==> src/bemf_stall_defs.vh <==
// Shared constants for the back-emf stall detection block.
`ifndef BEMF_STALL_DEFS_VH
`define BEMF_STALL_DEFS_VH

// Register word indices on the register port.
`define REG_CONFIG      4'h0
`define REG_STATUS      4'h1
`define REG_MASK        4'h2
`define REG_STATE       4'h3
`define REG_ACTUAL_POS  4'h4

// Config register field positions.
`define CFG_ABS_LSB     0
`define CFG_ABS_MSB     3
`define CFG_DEL_LSB     4
`define CFG_DEL_MSB     7
`define CFG_SMP_LSB     8
`define CFG_SMP_MSB     10
`define CFG_FS_LSB      12
`define CFG_FS_MSB      14
`define CFG_SUPPRESS    16
`define CFG_PWM_RATE    17

// Status, mask and interrupt bit positions.
`define ST_DELTA_LO     0
`define ST_DELTA_HI     1
`define ST_ABS          2
`define ST_STALL        3
`define ST_STEP_LOSS    4
`define ST_OBSERVE      5
`define ST_WIDTH        6

// Reset values.
`define RST_THR         4'h0
`define RST_DLY         3'h0
`define RST_STATUS      6'h00

// Threshold scale: one LSB of the back-emf word is 0.125 V.
`define ABS_STEP_MV     500
`define DEL_STEP_MV     250
`define BEMF_LSB_MV     125
`define ABS_STEP_LSB    (`ABS_STEP_MV / `BEMF_LSB_MV)
`define DEL_STEP_LSB    (`DEL_STEP_MV / `BEMF_LSB_MV)

// Sample delay: index 0 is two PWM periods, each index adds one.
`define SAMPLE_BASE_CYC 4'h2

// Serial interface commands and stall parameter byte positions.
`define CMD_STALL_PARAM 8'h96
`define CMD_BEMF_OBSERVE 8'h9f
`define I2C_SLAVE_ADDR  7'h60
`define SP_THR_BYTE     3'h5
`define SP_DLY_BYTE     3'h6
`define SP_FLAG_BYTE    3'h7
`define SP_SUPPRESS_BIT 1

// Spike filter on the serial lines.
`define CLK_PERIOD_NS   8
`define SPIKE_NS        50
`define SPIKE_CYC       ((`SPIKE_NS + `CLK_PERIOD_NS - 1) / `CLK_PERIOD_NS)

`endif

==> src/bemf_stall_detection_config.v <==
// Back-emf stall detection configuration, gating, flags and observation mode.
//
// The implementer's own choices: the address map and the strobed register port.
`timescale 1ns/1ps
`default_nettype none
`include "bemf_stall_defs.vh"

module bemf_stall_detection_config #(
    parameter       BEMF_W  = 8,
    parameter       POS_W   = 16,
    parameter [6:0] I2C_ADDR = `I2C_SLAVE_ADDR
) (
    // Clock and reset
    input  wire              sys_clk_i,
    input  wire              srst_i,
    // Register port
    input  wire [3:0]        reg_addr_i,
    input  wire [31:0]       reg_wdata_i,
    input  wire              reg_wr_i,
    input  wire              reg_rd_i,
    output reg  [31:0]       reg_rdata_o,
    // Serial bus pins
    input  wire              scl_i,
    input  wire              sda_i,
    output wire              sda_o,
    output wire              sda_oe_o,
    // Motion and PWM status from the controller
    input  wire              pwm_cycle_i,
    input  wire              fullstep_i,
    input  wire              at_max_velocity_i,
    input  wire              positioning_i,
    input  wire              pwm_full_duty_i,
    input  wire [BEMF_W-1:0] bemf_value_i,
    input  wire [BEMF_W-1:0] bemf_average_i,
    input  wire [BEMF_W-1:0] bemf_integrator_i,
    input  wire [POS_W-1:0]  internal_position_i,
    // Switch pin
    input  wire              switch_input_pin_i,
    output reg               switch_analog_en_o,
    output reg  [BEMF_W-1:0] switch_analog_level_o,
    output reg               switch_state_o,
    // Results
    output reg               hard_stop_o,
    output reg               pwm_rate_select_o,
    output reg  [POS_W-1:0]  actual_position_o,
    output wire              irq_o
);
    localparam integer ABS_STEP = `ABS_STEP_LSB;
    localparam integer DEL_STEP = `DEL_STEP_LSB;

    reg  [3:0]              absolute_stall_threshold;
    reg  [3:0]              delta_stall_threshold;
    reg  [2:0]              bemf_sample_delay;
    reg  [2:0]              stall_arm_fullstep_delay;
    reg                     full_duty_stall_suppress;
    reg                     observe_mode;
    reg  [`ST_WIDTH-1:0]    status;
    reg  [`ST_WIDTH-1:0]    mask;
    reg  [`ST_WIDTH-1:0]    next_status;
    reg  [`ST_WIDTH-1:0]    status_set;
    reg  [`ST_WIDTH-1:0]    status_clr;
    reg                     sw_sync1;
    reg                     sw_sync2;
    reg                     vmax_q;
    reg                     armed;
    reg  [2:0]              fs_cnt;
    reg  [3:0]              pwm_cnt;
    reg                     sampled;
    reg                     sample_strobe;
    reg  [2:0]              byte_idx;
    reg  [7:0]              opcode;
    reg  [BEMF_W:0]         abs_level;
    reg  [BEMF_W:0]         del_level;
    reg                     hit_hi;
    reg                     hit_lo;
    reg                     hit_abs;

    wire [7:0]              rx_byte;
    wire                    rx_valid;
    wire                    rx_first;
    wire                    frame_end;
    wire                    detect_en;
    wire                    suppressed;
    wire                    evaluate;
    wire                    stall_hit;
    wire [3:0]              sample_target;
    wire [BEMF_W:0]         bemf_ext;
    wire [BEMF_W:0]         avg_ext;

    // addressed slave for command reception and status readback.
    i2c_cmd_slave #(
        .SLAVE_ADDR (I2C_ADDR)
    ) u_slave (
        .sys_clk_i   (sys_clk_i),
        .srst_i      (srst_i),
        .scl_i       (scl_i),
        .sda_i       (sda_i),
        .sda_o       (sda_o),
        .sda_oe_o    (sda_oe_o),
        .rx_byte_o   (rx_byte),
        .rx_valid_o  (rx_valid),
        .rx_first_o  (rx_first),
        .frame_end_o (frame_end),
        .tx_byte_i   ({2'b00, status})
    );

    assign detect_en  = (absolute_stall_threshold != 4'h0) || (delta_stall_threshold != 4'h0);
    assign suppressed = full_duty_stall_suppress & pwm_full_duty_i;
    assign evaluate   = sample_strobe & armed & detect_en & ~suppressed & at_max_velocity_i & positioning_i;
    assign stall_hit  = evaluate & (hit_hi | hit_lo | hit_abs);
    assign bemf_ext   = {1'b0, bemf_value_i};
    assign avg_ext    = {1'b0, bemf_average_i};
    assign sample_target = {1'b0, bemf_sample_delay} + `SAMPLE_BASE_CYC;
    assign irq_o      = |(status & mask);

    // threshold decode, common scale of the back-emf word.
    always @* begin
        abs_level = absolute_stall_threshold * ABS_STEP[BEMF_W:0];
        del_level = delta_stall_threshold * DEL_STEP[BEMF_W:0];
    end

    // comparisons against the moving average and the absolute floor.
    always @* begin
        hit_hi  = (delta_stall_threshold != 4'h0) && (bemf_ext > avg_ext + del_level);
        hit_lo  = (delta_stall_threshold != 4'h0) && (bemf_ext + del_level < avg_ext);
        hit_abs = (absolute_stall_threshold != 4'h0) && (bemf_ext < abs_level);
    end

    // switch pin sampling, blanked while observing.
    always @(posedge sys_clk_i) begin
        if (srst_i) begin
            sw_sync1       <= 1'b0;
            sw_sync2       <= 1'b0;
            switch_state_o <= 1'b0;
        end else begin
            sw_sync1       <= switch_input_pin_i;
            sw_sync2       <= sw_sync1;
            switch_state_o <= observe_mode ? 1'b0 : sw_sync2;
        end
    end

    // analog output on the switch pin.
    always @(posedge sys_clk_i) begin
        if (srst_i) begin
            switch_analog_en_o    <= 1'b0;
            switch_analog_level_o <= {BEMF_W{1'b0}};
        end else begin
            switch_analog_en_o    <= observe_mode;
            switch_analog_level_o <= observe_mode ? bemf_integrator_i : {BEMF_W{1'b0}};
        end
    end

    // sample delay in PWM cycles after each full step.
    always @(posedge sys_clk_i) begin
        if (srst_i) begin
            pwm_cnt       <= 4'h0;
            sampled       <= 1'b0;
            sample_strobe <= 1'b0;
        end else begin
            sample_strobe <= 1'b0;
            if (fullstep_i) begin
                pwm_cnt <= 4'h0;
                sampled <= 1'b0;
            end else if (pwm_cycle_i && !sampled) begin
                pwm_cnt <= pwm_cnt + 4'h1;
                if (pwm_cnt + 4'h1 == sample_target) begin
                    sampled       <= 1'b1;
                    sample_strobe <= 1'b1;
                end
            end
        end
    end

    // arming after the ramp plus extra full steps.
    always @(posedge sys_clk_i) begin
        if (srst_i) begin
            vmax_q <= 1'b0;
            armed  <= 1'b0;
            fs_cnt <= 3'h0;
        end else begin
            vmax_q <= at_max_velocity_i;
            if (!at_max_velocity_i || !detect_en) begin
                armed  <= 1'b0;
                fs_cnt <= 3'h0;
            end else if (!vmax_q) begin
                armed  <= (stall_arm_fullstep_delay == 3'h0);
                fs_cnt <= 3'h0;
            end else if (fullstep_i && !armed) begin
                fs_cnt <= fs_cnt + 3'h1;
                armed  <= (fs_cnt + 3'h1 >= stall_arm_fullstep_delay);
            end
        end
    end

    // hard stop and position capture on a stall.
    always @(posedge sys_clk_i) begin
        if (srst_i) begin
            hard_stop_o       <= 1'b0;
            actual_position_o <= {POS_W{1'b0}};
        end else begin
            hard_stop_o <= stall_hit;
            if (stall_hit) begin
                actual_position_o <= internal_position_i;
            end
        end
    end

    // Sticky flags: an event in the clearing cycle keeps its bit set.
    always @* begin
        status_set                = {`ST_WIDTH{1'b0}};
        status_set[`ST_DELTA_HI]  = evaluate & hit_hi;
        status_set[`ST_DELTA_LO]  = evaluate & hit_lo;
        status_set[`ST_ABS]       = evaluate & hit_abs;
        status_set[`ST_STALL]     = stall_hit;
        status_set[`ST_STEP_LOSS] = stall_hit;
        status_set[`ST_OBSERVE]   = rx_valid & rx_first & (rx_byte == `CMD_BEMF_OBSERVE) & ~observe_mode;
        status_clr = (reg_wr_i && reg_addr_i == `REG_STATUS) ? reg_wdata_i[`ST_WIDTH-1:0] : {`ST_WIDTH{1'b0}};
        next_status = (status & ~status_clr) | status_set;
    end

    // Configuration from the register port and from serial commands.
    always @(posedge sys_clk_i) begin
        if (srst_i) begin
            absolute_stall_threshold <= `RST_THR;
            delta_stall_threshold    <= `RST_THR;
            bemf_sample_delay        <= `RST_DLY;
            stall_arm_fullstep_delay <= `RST_DLY;
            full_duty_stall_suppress <= 1'b0;
            pwm_rate_select_o        <= 1'b0;
            observe_mode             <= 1'b0;
            status                   <= `RST_STATUS;
            mask                     <= `RST_STATUS;
            byte_idx                 <= 3'h0;
            opcode                   <= 8'h00;
        end else begin
            status <= next_status;
            if (reg_wr_i && reg_addr_i == `REG_CONFIG) begin
                absolute_stall_threshold <= reg_wdata_i[`CFG_ABS_MSB:`CFG_ABS_LSB];
                delta_stall_threshold    <= reg_wdata_i[`CFG_DEL_MSB:`CFG_DEL_LSB];
                bemf_sample_delay        <= reg_wdata_i[`CFG_SMP_MSB:`CFG_SMP_LSB];
                stall_arm_fullstep_delay <= reg_wdata_i[`CFG_FS_MSB:`CFG_FS_LSB];
                full_duty_stall_suppress <= reg_wdata_i[`CFG_SUPPRESS];
                pwm_rate_select_o        <= reg_wdata_i[`CFG_PWM_RATE];
            end
            if (reg_wr_i && reg_addr_i == `REG_MASK) begin
                mask <= reg_wdata_i[`ST_WIDTH-1:0];
            end
            if (frame_end) begin
                byte_idx <= 3'h0;
            end else if (rx_valid && rx_first) begin
                opcode   <= rx_byte;
                byte_idx <= 3'h1;
                // observation entry, never left except by reset
                if (rx_byte == `CMD_BEMF_OBSERVE) begin
                    observe_mode <= 1'b1;
                end
            end else if (rx_valid && byte_idx != 3'h0) begin
                byte_idx <= (byte_idx == 3'h7) ? 3'h0 : byte_idx + 3'h1;
                if (opcode == `CMD_STALL_PARAM) begin
                    if (byte_idx == `SP_THR_BYTE) begin
                        absolute_stall_threshold <= rx_byte[7:4];
                        delta_stall_threshold    <= rx_byte[3:0];
                    end
                    if (byte_idx == `SP_DLY_BYTE) begin
                        bemf_sample_delay        <= rx_byte[7:5];
                        stall_arm_fullstep_delay <= rx_byte[2:0];
                    end
                    // suppress bit from the last data byte
                    if (byte_idx == `SP_FLAG_BYTE) begin
                        full_duty_stall_suppress <= rx_byte[`SP_SUPPRESS_BIT];
                    end
                end
            end
        end
    end

    // Read data stand for exactly one cycle after the strobe.
    always @(posedge sys_clk_i) begin
        if (srst_i) begin
            reg_rdata_o <= 32'h00000000;
        end else if (reg_rd_i) begin
            case (reg_addr_i)
                `REG_CONFIG: begin
                    reg_rdata_o <= {14'h0000, pwm_rate_select_o, full_duty_stall_suppress, 1'b0,
                                    stall_arm_fullstep_delay, 1'b0, bemf_sample_delay,
                                    delta_stall_threshold, absolute_stall_threshold};
                end
                `REG_STATUS: begin
                    reg_rdata_o <= {26'h0000000, status};
                end
                `REG_MASK: begin
                    reg_rdata_o <= {26'h0000000, mask};
                end
                `REG_STATE: begin
                    reg_rdata_o <= {28'h0000000, detect_en, switch_state_o, observe_mode, armed};
                end
                `REG_ACTUAL_POS: begin
                    reg_rdata_o <= {{(32-POS_W){1'b0}}, actual_position_o};
                end
                default: begin
                    reg_rdata_o <= 32'h00000000;
                end
            endcase
        end else begin
            reg_rdata_o <= 32'h00000000;
        end
    end
endmodule // bemf_stall_detection_config
`default_nettype wire

==> src/i2c_cmd_slave.v <==
// Byte-level serial bus slave with spike filtering, used for stall commands.
`timescale 1ns/1ps
`default_nettype none
`include "bemf_stall_defs.vh"

module i2c_cmd_slave #(
    parameter [6:0] SLAVE_ADDR = `I2C_SLAVE_ADDR
) (
    // Clock and reset
    input  wire       sys_clk_i,
    input  wire       srst_i,
    // Bus pins
    input  wire       scl_i,
    input  wire       sda_i,
    output wire       sda_o,
    output wire       sda_oe_o,
    // Byte side
    output reg  [7:0] rx_byte_o,
    output reg        rx_valid_o,
    output reg        rx_first_o,
    output reg        frame_end_o,
    input  wire [7:0] tx_byte_i
);
    localparam [5:0] S_IDLE = 6'b000001;
    localparam [5:0] S_ADDR = 6'b000010;
    localparam [5:0] S_ACK  = 6'b000100;
    localparam [5:0] S_RX   = 6'b001000;
    localparam [5:0] S_TX   = 6'b010000;
    localparam [5:0] S_TACK = 6'b100000;
    localparam integer SPIKE_N = `SPIKE_CYC - 1;
    localparam [3:0] SPIKE_LAST = SPIKE_N[3:0];

    reg  [1:0] sync1;
    reg  [1:0] sync2;
    wire [1:0] filt;
    reg  [1:0] filt_q;
    reg  [5:0] state;
    reg  [7:0] shift;
    reg  [3:0] cnt;
    reg        rw;
    reg        drive;
    reg        first;

    always @(posedge sys_clk_i) begin
        if (srst_i) begin
            sync1 <= 2'h3;
            sync2 <= 2'h3;
        end else begin
            sync1 <= {scl_i, sda_i};
            sync2 <= sync1;
        end
    end

    // spike rejection: a level must hold several clocks before it is taken.
    genvar g;
    generate
        for (g = 0; g < 2; g = g + 1) begin : g_filt
            reg [3:0] run;
            reg       lvl;
            assign filt[g] = lvl;
            always @(posedge sys_clk_i) begin
                if (srst_i) begin
                    run <= 4'h0;
                    lvl <= 1'b1;
                end else if (sync2[g] == lvl) begin
                    run <= 4'h0;
                end else if (run == SPIKE_LAST) begin
                    lvl <= sync2[g];
                    run <= 4'h0;
                end else begin
                    run <= run + 4'h1;
                end
            end
        end
    endgenerate

    wire scl      = filt[1];
    wire sda      = filt[0];
    wire scl_rise = scl & ~filt_q[1];
    wire scl_fall = ~scl & filt_q[1];
    wire start    = scl & filt_q[1] & ~sda & filt_q[0];
    wire stop     = scl & filt_q[1] & sda & ~filt_q[0];

    // slave only: the pin is driven low, never high, and only when addressed.
    assign sda_o    = 1'b0;
    assign sda_oe_o = drive;

    // byte framing: eight bits MSB first, then one acknowledge bit.
    always @(posedge sys_clk_i) begin
        if (srst_i) begin
            filt_q      <= 2'h3;
            state       <= S_IDLE;
            shift       <= 8'h00;
            cnt         <= 4'h0;
            rw          <= 1'b0;
            drive       <= 1'b0;
            first       <= 1'b0;
            rx_byte_o   <= 8'h00;
            rx_valid_o  <= 1'b0;
            rx_first_o  <= 1'b0;
            frame_end_o <= 1'b0;
        end else begin
            filt_q      <= filt;
            rx_valid_o  <= 1'b0;
            frame_end_o <= 1'b0;
            if (start) begin
                state <= S_ADDR;
                cnt   <= 4'h0;
                drive <= 1'b0;
            end else if (stop) begin
                if (state != S_IDLE) begin
                    frame_end_o <= 1'b1;
                end
                state <= S_IDLE;
                drive <= 1'b0;
            end else if (scl_rise) begin
                if ((state == S_ADDR) || (state == S_RX)) begin
                    shift <= {shift[6:0], sda};
                    cnt   <= cnt + 4'h1;
                end else if ((state == S_TACK) && sda) begin
                    state <= S_IDLE;
                end
            end else if (scl_fall) begin
                case (state)
                    S_ADDR: begin
                        if (cnt == 4'h8) begin
                            cnt <= 4'h0;
                            if (shift[7:1] == SLAVE_ADDR) begin
                                rw    <= shift[0];
                                first <= 1'b1;
                                drive <= 1'b1;
                                state <= S_ACK;
                            end else begin
                                state <= S_IDLE;
                            end
                        end
                    end
                    S_RX: begin
                        if (cnt == 4'h8) begin
                            cnt        <= 4'h0;
                            rx_byte_o  <= shift;
                            rx_first_o <= first;
                            rx_valid_o <= 1'b1;
                            first      <= 1'b0;
                            drive      <= 1'b1;
                            state      <= S_ACK;
                        end
                    end
                    S_ACK, S_TACK: begin
                        if (rw) begin
                            shift <= tx_byte_i;
                            drive <= ~tx_byte_i[7];
                            cnt   <= 4'h1;
                            state <= S_TX;
                        end else begin
                            drive <= 1'b0;
                            state <= S_RX;
                        end
                    end
                    S_TX: begin
                        if (cnt == 4'h8) begin
                            drive <= 1'b0;
                            state <= S_TACK;
                        end else begin
                            shift <= {shift[6:0], 1'b0};
                            drive <= ~shift[6];
                            cnt   <= cnt + 4'h1;
                        end
                    end
                    default: begin
                        drive <= 1'b0;
                    end
                endcase
            end
        end
    end
endmodule // i2c_cmd_slave
`default_nettype wire

==> config.mk <==
export PLATFORM = sky130hd
export DESIGN_NAME = bemf_stall_detection_config
export DESIGN_NICKNAME = d
export VERILOG_FILES = /design/src/bemf_stall_detection_config.v /design/src/i2c_cmd_slave.v
export VERILOG_INCLUDE_DIRS = /design/src /design/src/src
export SDC_FILE = /design/constraint.sdc
export NUM_CORES = 1
export LEC_CHECK = 0
export ABC_AREA = 1
export BUFFER_PORTS_ARGS = -buffer_cell sky130_fd_sc_hd__buf_4
export CORE_MARGIN = 8
export CORE_UTILIZATION = 25
export CTS_BUF_LIST = sky130_fd_sc_hd__clkbuf_4
export DETAILED_ROUTE_END_ITERATION = 6
export PLACE_DENSITY_LB_ADDON = 0.1
export SLEW_MARGIN = 20
export SYNTH_ARGS = -nofsm -noshare
export SYNTH_HDL_FRONTEND = slang
export SYNTH_SLANG_ARGS = --single-unit
==> constraint.sdc <==
create_clock -name sys_clk_i -period 3.2 [get_ports sys_clk_i]
set_input_delay 0.64 -clock sys_clk_i [delete_from_list [all_inputs] [get_ports sys_clk_i]]
set_output_delay 0.64 -clock sys_clk_i [all_outputs]
set_load 0.01 [all_outputs]
==> reports/metrics.yaml <==
clkTransAtPathRegs_ns: 0.16
drt-initial-drc-count: 383
grt_max_degree: 35
switchingPower_uw: 968
nets: 1254
drive_gt1_share_pct: 18.4
synthTopCellsByArea: "dfxtp_1 (39%), ha_1 (7.7%), nand2_1 (7.7%), inv_1 (6.6%), a21oi_1 (6.3%)"
grt.total_usage_pct: 12.6
crit_buf_inv: 1
clkPwrFrac_pct: 38.6
period_minus_slack_ns: 2.85
detail_route.vias_per_cell: 4.32
design_area_um2: 9040
die_y_um: 189
worstPathRequired_ns: 3.68
worst_ir_drop_vdd_mv: 0.246
place_hpwl_mm: 17.3
yosys_register_bits: 146
path_max_fanout: 34
crit_top_cell: "nand2_1"
core-area_um2: 29500
grt_use_met1_pct: 17.2
cts_setup_buffers: 0
ys.warnings.count: 0
cts_sinks: 146
grt_most_used_layer: "met2"
outcome: "completed"
power_frac_seq_pct: 53.8
fillers: 3260
power_per_cell_area_nw_per_um2: 378
setup_violations: 0
hold_path_class: "in2reg"
cts_tree: "built"
overflow: 0
cts_htree_levels: 4
cp-startpoint: "delta_stall_threshold[2]$_SDFF_PP0_"
post-route-drc-count: 0
drtAntennaViolNets: 0
dpl_cell_area_um2: 8720
syn_area_um2: 7450
start_util_pct: 25.3
crit_family: "simple AND/OR/NAND/NOR gates"
grt_pass1_wl_mm: 36.2
grt_util_met3_pct: 2.83
rows: 63
postCtsHoldBufs: 0
grt_pass1_vias: 6438
portBuffers: 119
hold_viol_final: 0
synth_area_per_cell_um2: 7.46
clk_path_buf_depth: 2
cap_violations: 0
clk_latency_ns: 0.58
cts.repair.resized: 0
rsz0062_at_grt: "no"
cp_slowest_stage_delay_ns: 0.50
root_buffer: "clkbuf_4"
min_from: "sda_i"
power_leakage_uw: 0.00413
maxSlewViolCount: 0
critical_path_arrival_ns: 3.32
dieArea_um2: 35600
worstSetupPathType: "reg2reg"
crit_path_start_kind: "register"
p_comb_share_pct: 7.6
synth_top_area_share_pct: 39.2
fmax_mhz: 351
grt_antenna_before_repair: 1
crit_chain: "ha_1, a21oi_1, nand2_1, xor2_1, ha_1, nand2_1, nor2_1, nand2_1, nand3_1, nand2_1, nand2_1, nand2_1, nand2_1, nand2_1, buf_12, a21oi_1, nor2_1"
gp_congestion: 0.761
die_x_um: 189
intPower_uw: 2450
grt_use_met2_pct: 20.1
rr_startpoint: "delta_stall_threshold[2]$_SDFF_PP0_"
synth_top_cell_by_area: "dfxtp_1"
vias: 6582
area_growth_pct: 21.3
fin_crit_sh_pct: 88.9
clock_skew_ns: 0.0385
worst_slew_pin_slew_ns: 0.876
crit_slowest_cell: "dfxtp_1"
post_drt_wl_per_cell_um: 14.7
ys_types: 48
maxSlewHeadroom_pct: 41.4
cts_inserted_buffers: 17
fin_setup_tns_ns: 0
synthCells: 999
sw_frac_of_total_pct: 28.3
firstDrtPassIters: 5
critPathCaptureType: "register"
ys_seq_area_share_pct: 39.2
io_pins: 151
route.final.wire_length_mm: 22.4
power groups by stage:
stage / clock network [uW] / registers, uW / logic, uW
after floorplan: 0 / 1880 / 151
after global placement: 0 / 1880 / 262
after detailed placement: 0 / 1880 / 262
after CTS: 1370 / 1840 / 264
after global routing: 1450 / 1840 / 297
final: 1320 / 1840 / 260
final timing paths:
kind                                                          end  slack [ns]  depth (start not counted)
worst max-delay path            actual_position_o[4]$_SDFFE_PP0P_        0.35                         17
worst min-delay path                  u_slave.sync1[0]$_SDFF_PP1_        0.27                          2
worst max register to register  actual_position_o[4]$_SDFFE_PP0P_        0.35                         17
worst min register to register          switch_state_o$_SDFF_PP0_        0.41                          1
synth_stat cells (all sizes together):
cell type	n
o21a	1
nand4	12
nor3	14
clkbuf	10
nand3b	1
o21ai	81
or2	5
nand3	62
a21boi	1
buf	32
fa	2
a221oi	6
o311ai	1
o22ai	8
nand2	166
clkinv	2
a211oi	4
dfxtp	146
xor2	17
conb	1
ha	46
o221ai	1
and3	1
xnor2	7
mux2	9
o21bai	1
a31oi	3
nor2	123
inv	137
nor4	1
o211ai	3
a21oi	95
per-stage QoR:
stage                     worst slack [ns]  std cells  util, %  hold slack [ns]  power [uW]
final                                0.355       1522     30.7            0.271        3420
after global routing                0.0814       1522     30.7            0.206        3590
after CTS                            0.335       1521     30.6            0.210        3480
after detailed placement           -0.0974       1489     29.6            0.393        2140
after global placement             -0.0505       1489     29.6            0.398        2140
after floorplan                      0.359       1013        -            0.388        2030
layer usage:
layer	share of wire, %	wire (um)
met1	50	11200
met2	45	10100
met3	4.6	1040
met4	0.46	104
met5	0	0
cell usage in the layout (no fill, tap or decap), types with 4 or more instances in the layout:
cell type,instances
a211oi_1,4
a21oi_1,94
a221oi_1,6
buf_4,126
clkbuf_4,17
conb_1,15
dfxtp_1,146
ha_1,46
inv_1,129
inv_2,7
inv_6,6
inv_8,4
mux2_2,7
nand2_1,153
nand2_2,12
nand3_1,61
nand4_1,12
nor2_1,115
nor2_2,5
nor3_1,10
o21ai_0,76
o21ai_1,5
o22ai_1,8
or2_2,4
xnor2_1,7
xor2_1,17
flip-flops by register name (all words and copies together), names as in the netlist, 4 cells and up:
| name | flops |
|---|---|
| opcode | 8 |
| u_slave.state | 6 |
| status | 6 |
| mask | 6 |
| u_slave.cnt | 4 |
| u_slave.shift | 8 |
| u_slave.rx_byte_o | 8 |
| reg_rdata_o | 18 |
| pwm_cnt | 4 |
| u_slave.g_filt.run | 8 |
| delta_stall_threshold | 4 |
| switch_analog_level_o | 8 |
| actual_position_o | 16 |
| absolute_stall_threshold | 4 |
layout make-up:
cell class,count,area [um2],area share [%]
inverters,139,527,5.83
flip-flops and latches,146,2920,32.3
diodes,1,2.50,0.0277
clock inverters,15,188,2.08
clock buffers,17,128,1.41
multi-input cells,686,3800,42.0
well taps,390,488,5.40
repair buffers,128,986,10.9
logic make-up after synthesis:
logic type      Yosys count  share of synthesized area [%]
other cells               1                         0.0503
simple gates            385                           23.0
flops                   146                           39.2
buf+inv                 181                           10.5
xor+xnor                 24                           2.82
compound gates          205                           14.8
fa+ha+maj                48                           8.26
mux                       9                           1.36
(Power assumes the default switching activity.)
